### src/logic/sfl_pkg.sv
/*
 * Shared constants for the synthesizer configuration block: serial word
 * layout, address codes, field positions, lock pin codes and lock-filter timing.
 * Assumes a single 125 MHz system clock.
 */
package sfl_pkg;
	localparam int unsigned SFL_CLK_MHZ = 125;
	localparam int unsigned SFL_SHIFT_W = 24;
	localparam int unsigned SFL_DATA_W = 22;
	localparam logic [1:0] SFL_ADDR_FLK = 2'h0;
	localparam logic [1:0] SFL_ADDR_OPD = 2'h1;
	localparam logic [21:0] SFL_CFG_RESET = 22'h000000;
	// Field positions inside the 22-bit data word.
	localparam int unsigned SFL_MOD16_BIT = 20;
	localparam int unsigned SFL_LPF_LSB = 17;
	localparam int unsigned SFL_AUX0_BIT = 15;
	localparam int unsigned SFL_AUX1_BIT = 16;
	localparam int unsigned SFL_TEST_BIT = 17;
	localparam int unsigned SFL_QACQ_BIT = 18;
	localparam int unsigned SFL_PDT_BIT = 19;
	// Lock pin function codes.
	localparam logic [2:0] SFL_LPF_ALD = 3'h0;
	localparam logic [2:0] SFL_LPF_DLD = 3'h2;
	localparam logic [2:0] SFL_LPF_NDIV = 3'h6;
	localparam logic [2:0] SFL_LPF_RDIV = 3'h7;
	// Lock filter windows in ns and their cycle counts.
	localparam int unsigned SFL_WIN_ACQ_NS = 15;
	localparam int unsigned SFL_WIN_HOLD_NS = 30;
	localparam int unsigned SFL_WIN_ACQ_CYC = (SFL_WIN_ACQ_NS * SFL_CLK_MHZ) / 1000;
	localparam int unsigned SFL_WIN_HOLD_CYC = (SFL_WIN_HOLD_NS * SFL_CLK_MHZ) / 1000;
	localparam int unsigned SFL_LOCK_CYCLES = 5;
endpackage

### src/logic/sfl_cfg_top.sv
/*
 * Serial configuration logic for the fractional synthesizer: three-wire shift
 * port, two latched config words, lock pin routing, auxiliary pins and
 * power-down timing. Assumes serial pins and divider edges are asynchronous
 * and slower than clk (bench serial clock 64 ns period).
 */
// Summary of operation
// RULE1: Address 00 at latch strobe rise copies data into fractional_lock_config.
// RULE2: Address 01 at latch strobe rise copies data into output_powerdown_config.
// RULE3: Bit 20 of first word selects modulus sixteen when one, fifteen when zero.
// RULE4: Lock pin: 000 analog, 010 digital lock, 110 feedback, 111 reference divider.
// RULE5: Host never programs lock pin codes 001, 011, 100 or 101; the bench writes all eight codes.
// RULE6: Locked with lock-detect selected, lock pin high apart from brief low pulses.
// RULE7: Lock declared after five consecutive reference cycles under about 15 ns error.
// RULE8: Once locked window widens to about 30 ns; exceeding it leaves lock.
// RULE9: Unlocked loop drives digital lock-detect output low.
// RULE10: Host writes zero to unused bits; device ignores them.
// RULE11: Second word holds only the four aux bits and power-down timing bit.
// RULE12: Timing bit one waits for pump pulse end; zero powers down immediately.
// RULE13: General-purpose mode drives aux pins from bits 15 and 16.
// RULE14: Test bit 17 puts both aux pins in test mode, overriding others.
// RULE15: Bit 18 selects quick-acquire when high, general-purpose when low.
// RULE16: Quick-acquire drives aux_pin0 low while pump boost high, else released.
// RULE17: Quick-acquire ignores level bits and releases aux_pin1.
// RULE18: Data arrives MSB first; one bit shifts in per serial clock rise.
// RULE19: Shift bits 1:0 are address, bits 23:2 are data 21:0.
module sfl_cfg_top import sfl_pkg::*; #(
	parameter int unsigned LOCK_CYCLES = SFL_LOCK_CYCLES
) (
	input wire logic clk,
	input wire logic rst_n,
	input wire logic ser_clk,
	input wire logic ser_data,
	input wire logic latch_strobe,
	input wire logic ref_div_edge,
	input wire logic fb_div_edge,
	input wire logic pump_gain_boost,
	input wire logic pump_pulse_active,
	input wire logic powerdown_req,
	input wire logic analog_lock_n,
	input wire logic [1:0] aux_test_level,
	output logic lock_pin_o,
	output logic lock_pin_oe,
	output logic aux_pin0_o,
	output logic aux_pin0_oe,
	output logic aux_pin1_o,
	output logic aux_pin1_oe,
	output logic modulus_sixteen_select,
	output logic [2:0] lock_pin_function,
	output logic powerdown_timing_select,
	output logic powered_down
);
	// Synchronised pin levels and their rising edges.
	logic sclk_rise;
	logic sdat_lvl;
	logic le_rise;
	logic ref_lvl;
	logic ref_rise;
	logic fb_lvl;
	logic fb_rise;
	logic boost_lvl;
	logic pulse_lvl;
	logic pd_lvl;
	logic alock_lvl;
	logic tst0_lvl;
	logic tst1_lvl;

	// Filter verdict, shift path, latched words and decoded aux modes.
	logic dig_locked;
	logic [SFL_SHIFT_W-1:0] shift_r;
	logic [SFL_DATA_W-1:0] flk_cfg_r;
	logic [SFL_DATA_W-1:0] opd_cfg_r;
	logic [3:0] aux_ctrl;
	logic aux_test;
	logic aux_qacq;
	logic pd_r;

	// Serial port pins cross into clk through two flops each. Data and clock
	// share the same delay, so a sampled bit stays aligned with its clock edge.
	sfl_sync u_sync_sclk (
		.clk(clk),
		.rst_n(rst_n),
		.async_in(ser_clk),
		.level(),
		.rise(sclk_rise)
	);
	sfl_sync u_sync_sdat (
		.clk(clk),
		.rst_n(rst_n),
		.async_in(ser_data),
		.level(sdat_lvl),
		.rise()
	);
	sfl_sync u_sync_le (
		.clk(clk),
		.rst_n(rst_n),
		.async_in(latch_strobe),
		.level(),
		.rise(le_rise)
	);

	// Divider outputs; the lock filter uses their edges, the lock pin their levels.
	sfl_sync u_sync_ref (
		.clk(clk),
		.rst_n(rst_n),
		.async_in(ref_div_edge),
		.level(ref_lvl),
		.rise(ref_rise)
	);
	sfl_sync u_sync_fb (
		.clk(clk),
		.rst_n(rst_n),
		.async_in(fb_div_edge),
		.level(fb_lvl),
		.rise(fb_rise)
	);

	// Loop status and test levels, read only as levels.
	sfl_sync u_sync_boost (
		.clk(clk),
		.rst_n(rst_n),
		.async_in(pump_gain_boost),
		.level(boost_lvl),
		.rise()
	);
	sfl_sync u_sync_pulse (
		.clk(clk),
		.rst_n(rst_n),
		.async_in(pump_pulse_active),
		.level(pulse_lvl),
		.rise()
	);
	sfl_sync u_sync_pd (
		.clk(clk),
		.rst_n(rst_n),
		.async_in(powerdown_req),
		.level(pd_lvl),
		.rise()
	);
	sfl_sync u_sync_alock (
		.clk(clk),
		.rst_n(rst_n),
		.async_in(analog_lock_n),
		.level(alock_lvl),
		.rise()
	);
	sfl_sync u_sync_tst0 (
		.clk(clk),
		.rst_n(rst_n),
		.async_in(aux_test_level[0]),
		.level(tst0_lvl),
		.rise()
	);
	sfl_sync u_sync_tst1 (
		.clk(clk),
		.rst_n(rst_n),
		.async_in(aux_test_level[1]),
		.level(tst1_lvl),
		.rise()
	);

	// Shift register; data is synchronised alongside clock so the sample is aligned.
	always_ff @(posedge clk) begin
		if (!rst_n) begin
			shift_r <= 24'h000000;
		end else if (sclk_rise) begin
			shift_r <= {shift_r[SFL_SHIFT_W-2:0], sdat_lvl}; // RULE18
		end
	end

	// Address decode and data extraction are shared by both word loads.
	function automatic logic addr_is(
		input logic [SFL_SHIFT_W-1:0] word,
		input logic [1:0] code
	);
		return word[1:0] == code; // RULE19
	endfunction

	function automatic logic [SFL_DATA_W-1:0] data_of(input logic [SFL_SHIFT_W-1:0] word);
		return word[SFL_SHIFT_W-1:2]; // RULE19
	endfunction

	// First word loads only on its own address at the latch strobe rise.
	always_ff @(posedge clk) begin
		if (!rst_n) begin
			flk_cfg_r <= SFL_CFG_RESET;
		end else if (le_rise && addr_is(shift_r, SFL_ADDR_FLK)) begin
			flk_cfg_r <= data_of(shift_r); // RULE1
		end
	end

	// Second word; addresses 10 and 11 belong to other registers and load nothing here.
	always_ff @(posedge clk) begin
		if (!rst_n) begin
			opd_cfg_r <= SFL_CFG_RESET;
		end else if (le_rise && addr_is(shift_r, SFL_ADDR_OPD)) begin
			opd_cfg_r <= data_of(shift_r); // RULE2
		end
	end

	// First word: only the modulus bit and the lock pin code are used; the
	// remaining stored bits are ignored.
	assign modulus_sixteen_select = flk_cfg_r[SFL_MOD16_BIT]; // RULE3
	assign lock_pin_function = flk_cfg_r[SFL_LPF_LSB+2:SFL_LPF_LSB]; // RULE4

	// Second word: four aux bits and the power-down timing bit, nothing else.
	assign aux_ctrl = opd_cfg_r[SFL_QACQ_BIT:SFL_AUX0_BIT]; // RULE11
	assign powerdown_timing_select = opd_cfg_r[SFL_PDT_BIT]; // RULE11
	assign aux_test = aux_ctrl[SFL_TEST_BIT-SFL_AUX0_BIT]; // RULE14
	assign aux_qacq = aux_ctrl[SFL_QACQ_BIT-SFL_AUX0_BIT]; // RULE15

	// Digital lock filter is cleared while another pin function is chosen.
	sfl_lock_filter #(.LOCK_CYCLES(LOCK_CYCLES)) u_lock (
		.clk(clk),
		.rst_n(rst_n),
		.enable(lock_pin_function == SFL_LPF_DLD),
		.ref_rise(ref_rise),
		.fb_rise(fb_rise),
		.locked(dig_locked)
	);

	// Lock pin routing. Analog mode is open drain: pulled low only when the
	// analog detector reports error; otherwise released to the pull-up.
	always_ff @(posedge clk) begin
		if (!rst_n) begin
			lock_pin_o <= 1'b0;
			lock_pin_oe <= 1'b0;
		end else begin
			unique case (lock_pin_function) // RULE4
				SFL_LPF_ALD: begin
					lock_pin_o <= 1'b0;
					lock_pin_oe <= ~alock_lvl; // RULE6
				end
				SFL_LPF_DLD: begin
					lock_pin_o <= dig_locked; // RULE9
					lock_pin_oe <= 1'b1;
				end
				SFL_LPF_NDIV: begin
					lock_pin_o <= fb_lvl;
					lock_pin_oe <= 1'b1;
				end
				SFL_LPF_RDIV: begin
					lock_pin_o <= ref_lvl;
					lock_pin_oe <= 1'b1;
				end
				default: begin
					// Disallowed codes leave the pin released. RULE5
					lock_pin_o <= 1'b0;
					lock_pin_oe <= 1'b0;
				end
			endcase
		end
	end

	// Pin 0: test overrides quick-acquire, which overrides the stored level.
	always_ff @(posedge clk) begin
		if (!rst_n) begin
			aux_pin0_o <= 1'b0;
			aux_pin0_oe <= 1'b0;
		end else if (aux_test) begin
			aux_pin0_o <= tst0_lvl; // RULE14
			aux_pin0_oe <= 1'b1;
		end else if (aux_qacq) begin // RULE15
			aux_pin0_o <= 1'b0;
			aux_pin0_oe <= boost_lvl; // RULE16
		end else begin
			aux_pin0_o <= aux_ctrl[0]; // RULE13
			aux_pin0_oe <= 1'b1;
		end
	end

	// Pin 1 is released in quick-acquire, so its stored level is ignored there.
	always_ff @(posedge clk) begin
		if (!rst_n) begin
			aux_pin1_o <= 1'b0;
			aux_pin1_oe <= 1'b0;
		end else if (aux_test) begin
			aux_pin1_o <= tst1_lvl; // RULE14
			aux_pin1_oe <= 1'b1;
		end else if (aux_qacq) begin // RULE15
			aux_pin1_o <= 1'b0;
			aux_pin1_oe <= 1'b0; // RULE17
		end else begin
			aux_pin1_o <= aux_ctrl[SFL_AUX1_BIT-SFL_AUX0_BIT]; // RULE13
			aux_pin1_oe <= 1'b1;
		end
	end

	// Synchronous mode waits for the pump pulse to finish so no half pulse
	// disturbs the loop filter; power-up is always immediate.
	always_ff @(posedge clk) begin
		if (!rst_n) begin
			pd_r <= 1'b0;
		end else if (!pd_lvl) begin
			pd_r <= 1'b0;
		end else if (!powerdown_timing_select || !pulse_lvl) begin
			pd_r <= 1'b1; // RULE12
		end
	end

	// The power-down state leaves the block straight from its flop.
	assign powered_down = pd_r;
endmodule // sfl_cfg_top

### src/logic/sfl_lock_filter.sv
/*
 * Digital lock filter: measures the gap between reference and feedback edges.
 * Assumes synchronised one-cycle edge pulses on clk.
 */
module sfl_lock_filter import sfl_pkg::*; #(
	parameter int unsigned LOCK_CYCLES = SFL_LOCK_CYCLES
) (
	input wire logic clk,
	input wire logic rst_n,
	input wire logic enable,
	input wire logic ref_rise,
	input wire logic fb_rise,
	output logic locked
);
	logic [7:0] gap_r;
	logic open_r;
	logic [3:0] good_r;
	logic [7:0] win;
	logic pair_done;
	logic pair_bad;
	logic pair_even;

	// The window widens once lock is declared, giving hysteresis.
	assign win = locked ? 8'(SFL_WIN_HOLD_CYC) : 8'(SFL_WIN_ACQ_CYC); // RULE8
	assign pair_done = open_r & (ref_rise | fb_rise);
	assign pair_bad = open_r & (gap_r >= win);
	// Edges landing in the same cycle form a pair with no measurable error.
	assign pair_even = ~open_r & ref_rise & fb_rise; // RULE7

	// Gap counter runs from the first edge of a pair to the second.
	always_ff @(posedge clk) begin
		if (!rst_n || !enable) begin
			open_r <= 1'b0;
			gap_r <= 8'h00;
		end else if (pair_done || pair_bad) begin
			open_r <= 1'b0;
			gap_r <= 8'h00;
		end else if (ref_rise ^ fb_rise) begin
			open_r <= 1'b1;
			gap_r <= 8'h00;
		end else if (open_r) begin
			gap_r <= gap_r + 8'h01;
		end
	end

	// Count good reference cycles; a bad one drops lock at once.
	always_ff @(posedge clk) begin
		if (!rst_n || !enable) begin
			good_r <= 4'h0;
			locked <= 1'b0;
		end else if (pair_bad) begin
			good_r <= 4'h0;
			locked <= 1'b0; // RULE8
		end else if ((pair_done || pair_even) && !locked) begin
			if (good_r == 4'(LOCK_CYCLES - 1)) begin
				locked <= 1'b1; // RULE7
			end else begin
				good_r <= good_r + 4'h1; // RULE7
			end
		end
	end
endmodule // sfl_lock_filter

### src/logic/sfl_sync.sv
/*
 * Two-flop synchroniser with rising edge output taken after the second flop.
 * Assumes the input is asynchronous to clk.
 */
module sfl_sync import sfl_pkg::*; (
	input wire logic clk,
	input wire logic rst_n,
	input wire logic async_in,
	output logic level,
	output logic rise
);
	logic meta_r;
	logic sync_r;
	logic prev_r;

	// Only the second flop and the edge register look past the first stage.
	always_ff @(posedge clk) begin
		if (!rst_n) begin
			meta_r <= 1'b0;
			sync_r <= 1'b0;
			prev_r <= 1'b0;
		end else begin
			meta_r <= async_in;
			sync_r <= meta_r;
			prev_r <= sync_r;
		end
	end

	assign level = sync_r;
	assign rise = sync_r & ~prev_r;
endmodule // sfl_sync

### config.mk
export PLATFORM = sky130hd
export DESIGN_NAME = sfl_cfg_top
export DESIGN_NICKNAME = d
export VERILOG_FILES = /design/src/logic/sfl_pkg.sv /design/src/logic/sfl_cfg_top.sv /design/src/logic/sfl_lock_filter.sv /design/src/logic/sfl_sync.sv
export SDC_FILE = /design/constraint.sdc
export NUM_CORES = 1
export LEC_CHECK = 0
export ABC_AREA = 0
export BUFFER_PORTS_ARGS = -buffer_cell sky130_fd_sc_hd__buf_2
export CORE_ASPECT_RATIO = 0.8
export CORE_MARGIN = 2
export CORE_UTILIZATION = 40
export CTS_BUF_LIST = sky130_fd_sc_hd__clkbuf_8
export DETAILED_ROUTE_END_ITERATION = 8
export PLACE_DENSITY = 0.66
export SLEW_MARGIN = 25
export SYNTH_ARGS = -nofsm -noshare
export SYNTH_HDL_FRONTEND = slang
export SYNTH_HIERARCHICAL = 1
export SYNTH_SLANG_ARGS = --single-unit
### constraint.sdc
create_clock -name clk -period 2.1 [get_ports clk]
set_clock_uncertainty 0.1 [all_clocks]
set_input_delay 0.42 -clock clk [delete_from_list [all_inputs] [get_ports clk]]
set_output_delay 0.42 -clock clk [all_outputs]
set_load 0.01 [all_outputs]
==> results of run 1 <==
repair_timing:
item,4_1_cts,5_1_grt
endpoints found under the hold margin,0,0
gates resized for setup,0,2
setup endpoints to repair,0,1
hold buffers,0,0
per-stage QoR:
| stage | setup WS [ns] | utilization (%) | std cells | total power, uW |
|---|---|---|---|---|
| final | 0.173 | 46.4 | 402 | 2810 |
| after global routing | 0.0483 | 46.4 | 402 | 2940 |
| after CTS | 0.0971 | 46.3 | 402 | 2860 |
| after detailed placement | 0.110 | 43.5 | 387 | 1660 |
| after global placement | 0.190 | 43.5 | 387 | 1660 |
| after floorplan | 0.260 | - | 279 | 1640 |
cell type report:
class                      count  area [um^2]  area share (%)
clock inverter                 5         75.1            2.20
clock buffer                  10          138            4.03
timing repair buffer          27          155            4.54
multi-input combinational    181         1320            38.6
sequential                    79         1580            46.3
inverter                      10         37.5            1.10
tap                           90          113            3.30
state kept, by name, summed over array words and instances (netlist names), 4 cells and up:
signal	cells
opd_cfg_r	5
flk_cfg_r	4
u_lock/good_r	4
shift_r	23
u_lock/gap_r	8
metal layers:
metal / vias up / global-route usage [%] / share of wire, %
met4: 0 / 6.49 / 1.4
met3: 6 / 4.17 / 4.4
met5: - / 0 / 0
met1: 834 / 15.6 / 52
met2: 39 / 17.8 / 42
li1: 971 / - / -
final timing paths:
check	slack, ns	start	end	cells after the start
max reg2reg	0.17	u_sync_ref/level$_SDFF_PN0_	u_lock/good_r[3]$_SDFFE_PP0P_	7
max	0.17	u_sync_ref/level$_SDFF_PN0_	u_lock/good_r[3]$_SDFFE_PP0P_	7
min	0.18	latch_strobe	u_sync_le/meta_r$_SDFF_PN0_	2
min reg2reg	0.32	u_sync_pd/level$_SDFF_PN0_	powered_down$_SDFFE_PN0P_	2
report_power, final:
part | switching [uW] | internal (uW)
clock network | 502 | 687
registers | 7.67 | 1520
logic | 44.3 | 51.7
==> impl_metrics.csv, run 1 <==
group,metric,value,unit
clock_network,ctsRootBufferMaster,"clkbuf_8",
timing,fmax,519,MHz
clock_network,htree_levels,3,
final_layout,final_common_cell,"dfxtp_1",
logic_synthesis,syn_area_per_cell,10.8,um^2
floorplan,die_h,81.6,um
drt,ant_nets,0,
pwr,p_per_area,824,mW/mm^2
drt,first_iter_violations,72,
setup_path,start_kind,"flip-flop",
clock_network,clockBufferDepth,2,
floorplan,die-area,0.00823,mm^2
drt,via_per_inst,4.60,
global_routing,grt_pass1_vias,1713,
floorplan,rows,28,
timing,finalHoldViolCount,0,
setup_path,path_cells,"nor2b_4 > inv_1 > ha_1 > nand2b_4 > a211o_1 > or3_1 > a21oi_1",
timing,rsz0062_at_grt,"no",
timing,slew_viol_final,0,
clock_network,clock-sinks,79,
placed_design,portBuffers,24,
floorplan,io_pins,25,
placed_design,hpwl,2940,um
setup_path,path_buf_inv,1,
timing,finalSetupTns,0,ns
global_routing,antenna_found_initial,0,
global_routing,grt_pass1_wl,7650,um
global_routing,grt_start_max_net_pins,61,
placed_design,gp_congestion,0.756,
clock_network,clock_latency,0.34,ns
timing,whs,0.179,ns
timing,setup_viol_count_final,0,
setup_path,critPathSlowestCell,"dfxtp_1",
global_routing,track_usage,12.1,%
drt,drtPass1Iterations,4,
setup_path,arrival,2.10,ns
timing,min_period,1.93,ns
final_layout,drive_above_1_share,16.3,%
drt,totalWireLength,4420,um
timing,fin_crit_sh,91.8,%
setup_path,critPathRequiredTime,2.27,ns
clock_network,post_cts_buffers,0,
pwr,p_leak,0.00128,uW
floorplan,initial_core_util,40.9,%
pwr,peakVddDrop,0.000427,V
clock_network,cts_inserted_buffers,9,
timing,maxSlewHeadroom,67.5,%
min_path,worstHoldPathType,"input port to flip-flop",
drt,drcViolationCount,0,
final_layout,fill_cells,715,
setup_path,cp_top_family,"simple AND/OR/NAND/NOR gates",
setup_path,cpPeakStageDelay,0.36,ns
final_layout,antenna_cells,0,
logic_synthesis,synth_warnings,6,
floorplan,coreArea,0.00736,mm^2
global_routing,grt.overflow.total,0,
clock_network,path_clk_slew,0.07,ns
final_layout,final_cell_mix,"dfxtp_1, mux2i_1, and2_1",
final_layout,syn2layout_area_growth,13.6,%
logic_synthesis,syn-num-nets,297,
logic_synthesis,syn_area,0.00301,mm^2
logic_synthesis,netlist_instances,279,
drt,wire_per_inst,11.0,um
placed_design,dpl_cell_area,0.00320,mm^2
run_status,outcome,"completed",
floorplan,die_w,101,um
flow_run,maxCapViolCount,0,
setup_path,critPathKind,"flip-flop to flip-flop",
clock_network,cts_tree,"done",
final_layout,stdcell_area,0.00342,mm^2
final_layout,fin_nets,326,
setup_path,cp-end-kind,"flip-flop",
timing,worst_pin_slew,0.487,ns
drt,via_count,1850,
setup_path,crit_fanout,4,
(Power assumes the default switching activity.)
==> run 2: changes to the inputs <==
--- a/config.mk
+++ b/config.mk
@@ -6,12 +6,13 @@
 export NUM_CORES = 1
 export LEC_CHECK = 0
 export ABC_AREA = 0
-export BUFFER_PORTS_ARGS = -buffer_cell sky130_fd_sc_hd__buf_2
+export BUFFER_PORTS_ARGS = -buffer_cell sky130_fd_sc_hd__buf_4
 export CORE_ASPECT_RATIO = 0.8
 export CORE_MARGIN = 2
 export CORE_UTILIZATION = 40
 export CTS_BUF_LIST = sky130_fd_sc_hd__clkbuf_8
 export DETAILED_ROUTE_END_ITERATION = 8
+export MAX_ROUTING_LAYER = met4
 export PLACE_DENSITY = 0.66
 export SLEW_MARGIN = 25
 export SYNTH_ARGS = -nofsm -noshare
==> constraint.sdc (replaced) <==
create_clock -name clk -period 2.1 [get_ports clk]
set_clock_uncertainty 0.1 [all_clocks]
set_input_delay 0.315 -clock clk [delete_from_list [all_inputs] [get_ports clk]]
set_output_delay 0.315 -clock clk [all_outputs]
set_load 0.01 [all_outputs]
==> run 2 against run 1 <==
Against the previous run:
- count of clock-buffer cells in the layout down 1
- total power down 1.1%
- sequential power about the same
- hold slack worse by 0.10 ns
- via count down 0.59%
- combinational power up 4.1%
- maximum frequency down 4.1%
- first-iteration DRC count down 15%
- clock power down 3%
- global-route usage up 0.49 points
- routed wire length up 2.8%
- cell count unchanged
==> impl_metrics.csv, run 2 (same netlist as run 1, synthesis figures left out) <==
group,metric,value,unit
run_status,outcome,"completed",
final_layout,stdcell_area,0.00345,mm^2
final_layout,antenna_cells,0,
clock_network,htree_levels,3,
final_layout,regMostFlops,"shift_r",
drt,ant_nets,0,
pwr,p_leak,0.00128,uW
placed_design,gp_congestion,0.782,
pwr,power,2780,uW
floorplan,die-area,0.00823,mm^2
floorplan,coreArea,0.00736,mm^2
pwr,peakVddDrop,0.000370,V
placed_design,portBuffers,24,
floorplan,rows,28,
pwr,p_per_area,806,mW/mm^2
clock_network,cts_inserted_buffers,9,
drt,first_iter_violations,61,
timing,rsz0062_at_grt,"no",
drt,via_count,1839,
final_layout,drive_above_1_share,16.7,%
drt,wire_per_inst,11.3,um
global_routing,grt_pass1_wl,7850,um
clock_network,path_clk_slew,0.08,ns
clock_network,cts_tree,"done",
floorplan,die_w,101,um
timing,min_period,2.01,ns
timing,finalHoldViolCount,0,
clock_network,clock_latency,0.34,ns
final_layout,final_cell_mix,"dfxtp_1, mux2i_1, buf_4",
flow_run,maxCapViolCount,0,
placed_design,dpl_cell_area,0.00325,mm^2
global_routing,grt_start_max_net_pins,59,
setup_path,arrival,2.18,ns
setup_path,crit_fanout,4,
final_layout,syn2layout_area_growth,14.9,%
drt,totalWireLength,4540,um
pwr,internal-power,2230,uW
drt,drtPass1Iterations,4,
timing,setup_viol_count_final,0,
pwr,p_switching,555,uW
placed_design,pre_cts_ws,0.104,ns
clock_network,clockBufferDepth,2,
floorplan,initial_core_util,40.9,%
final_layout,fill_cells,702,
global_routing,antenna_found_initial,0,
setup_path,critPathRequiredTime,2.28,ns
timing,worst_pin_slew,0.445,ns
setup_path,start_kind,"flip-flop",
final_layout,ff_latch_area,0.00158,mm^2
timing,fmax,498,MHz
global_routing,grt.overflow.total,0,
pwr,power_frac_comb,3.6,%
clock_network,clock-sinks,79,
clock_network,ctsRootBufferMaster,"clkbuf_8",
final_layout,final_common_cell,"dfxtp_1",
pwr,p_sw_share,19.9,%
final_layout,largest_register_ffs,23,
global_routing,track_usage,12.6,%
final_layout,top_regs,"shift_r x23, u_lock/gap_r x8, opd_cfg_r x5",
pwr,p_clk_share,41.4,%
global_routing,grt_pass1_vias,1672,
timing,worst_slack,0.0911,ns
placed_design,hpwl,2990,um
final_layout,multi_input_area,0.00131,mm^2
drt,drcViolationCount,0,
clock_network,post_cts_buffers,0,
pwr,power_frac_seq,55.0,%
timing,maxSlewHeadroom,70.2,%
floorplan,io_pins,25,
timing,fin_crit_sh,95.7,%
setup_path,cp-end-kind,"flip-flop",
floorplan,die_h,81.6,um
timing,finalSetupTns,0,ns
drt,via_per_inst,4.57,
timing,slew_viol_final,0,
setup_path,critPathKind,"flip-flop to flip-flop",
min_path,worstHoldPathType,"input port to flip-flop",
final_layout,fin_nets,327,
run 2: through the flow:
step	cells	util, %	hold slack (ns)
global route	402	47.0	0.0518
finish	402	47.0	0.0752
CTS	402	46.9	0.0540
floorplan	279	-	0.298
detailed placement	388	44.2	0.310
global placement	388	44.2	0.304
run 2: per-layer routing:
metal / routed length, um / up-vias / track usage (%)
met1: 2440 / 822 / 16.7
met5: 0 / - / -
met2: 1890 / 37 / 17.0
met3: 202 / 2 / 5.53
li1: - / 978 / -
met4: 9 / 0 / 4.05
run 2: worst max-delay path, cell delays in order (launching register included):
cell and delay, ns:
dfxtp_1 0.36, nor2b_4 0.18, inv_1 0.06, ha_1 0.23, nand2b_2 0.23, a211o_1 0.29
or3_1 0.34, a21oi_1 0.14
run 2: layout make-up:
class / count / share of cell area, %
clock inverter: 5 / 2.21
tap: 90 / 3.26
multi-input combinational: 181 / 38.0
sequential: 79 / 45.8
inverter: 10 / 1.09
timing repair buffer: 28 / 6.08
clock buffer: 9 / 3.59
run 2: repair_timing:
action	CTS	global route
setup endpoints to repair	0	1
gates resized for setup	0	1
hold buffers	0	0
run 2: power groups by stage:
stage | sequential [uW] | combinational [uW] | clock, uW
2_1_floorplan | 1570 | 69.1 | 0
3_3_place_gp | 1570 | 99.5 | 0
3_5_place_dp | 1570 | 101 | 0
4_1_cts | 1530 | 101 | 1190
5_1_grt | 1530 | 111 | 1260
6_report | 1530 | 99.9 | 1150
run 2: final timing paths:
kind	startpoint	to	depth (start not counted)	slack, ns
worst max-delay path	u_sync_ref/level$_SDFF_PN0_	u_lock/good_r[3]$_SDFFE_PP0P_	7	0.09
worst max register to register	u_sync_ref/level$_SDFF_PN0_	u_lock/good_r[3]$_SDFFE_PP0P_	7	0.09
worst min register to register	u_sync_tst0/meta_r$_SDFF_PN0_	u_sync_tst0/level$_SDFF_PN0_	1	0.32
worst min-delay path	ref_div_edge	u_sync_ref/meta_r$_SDFF_PN0_	2	0.08
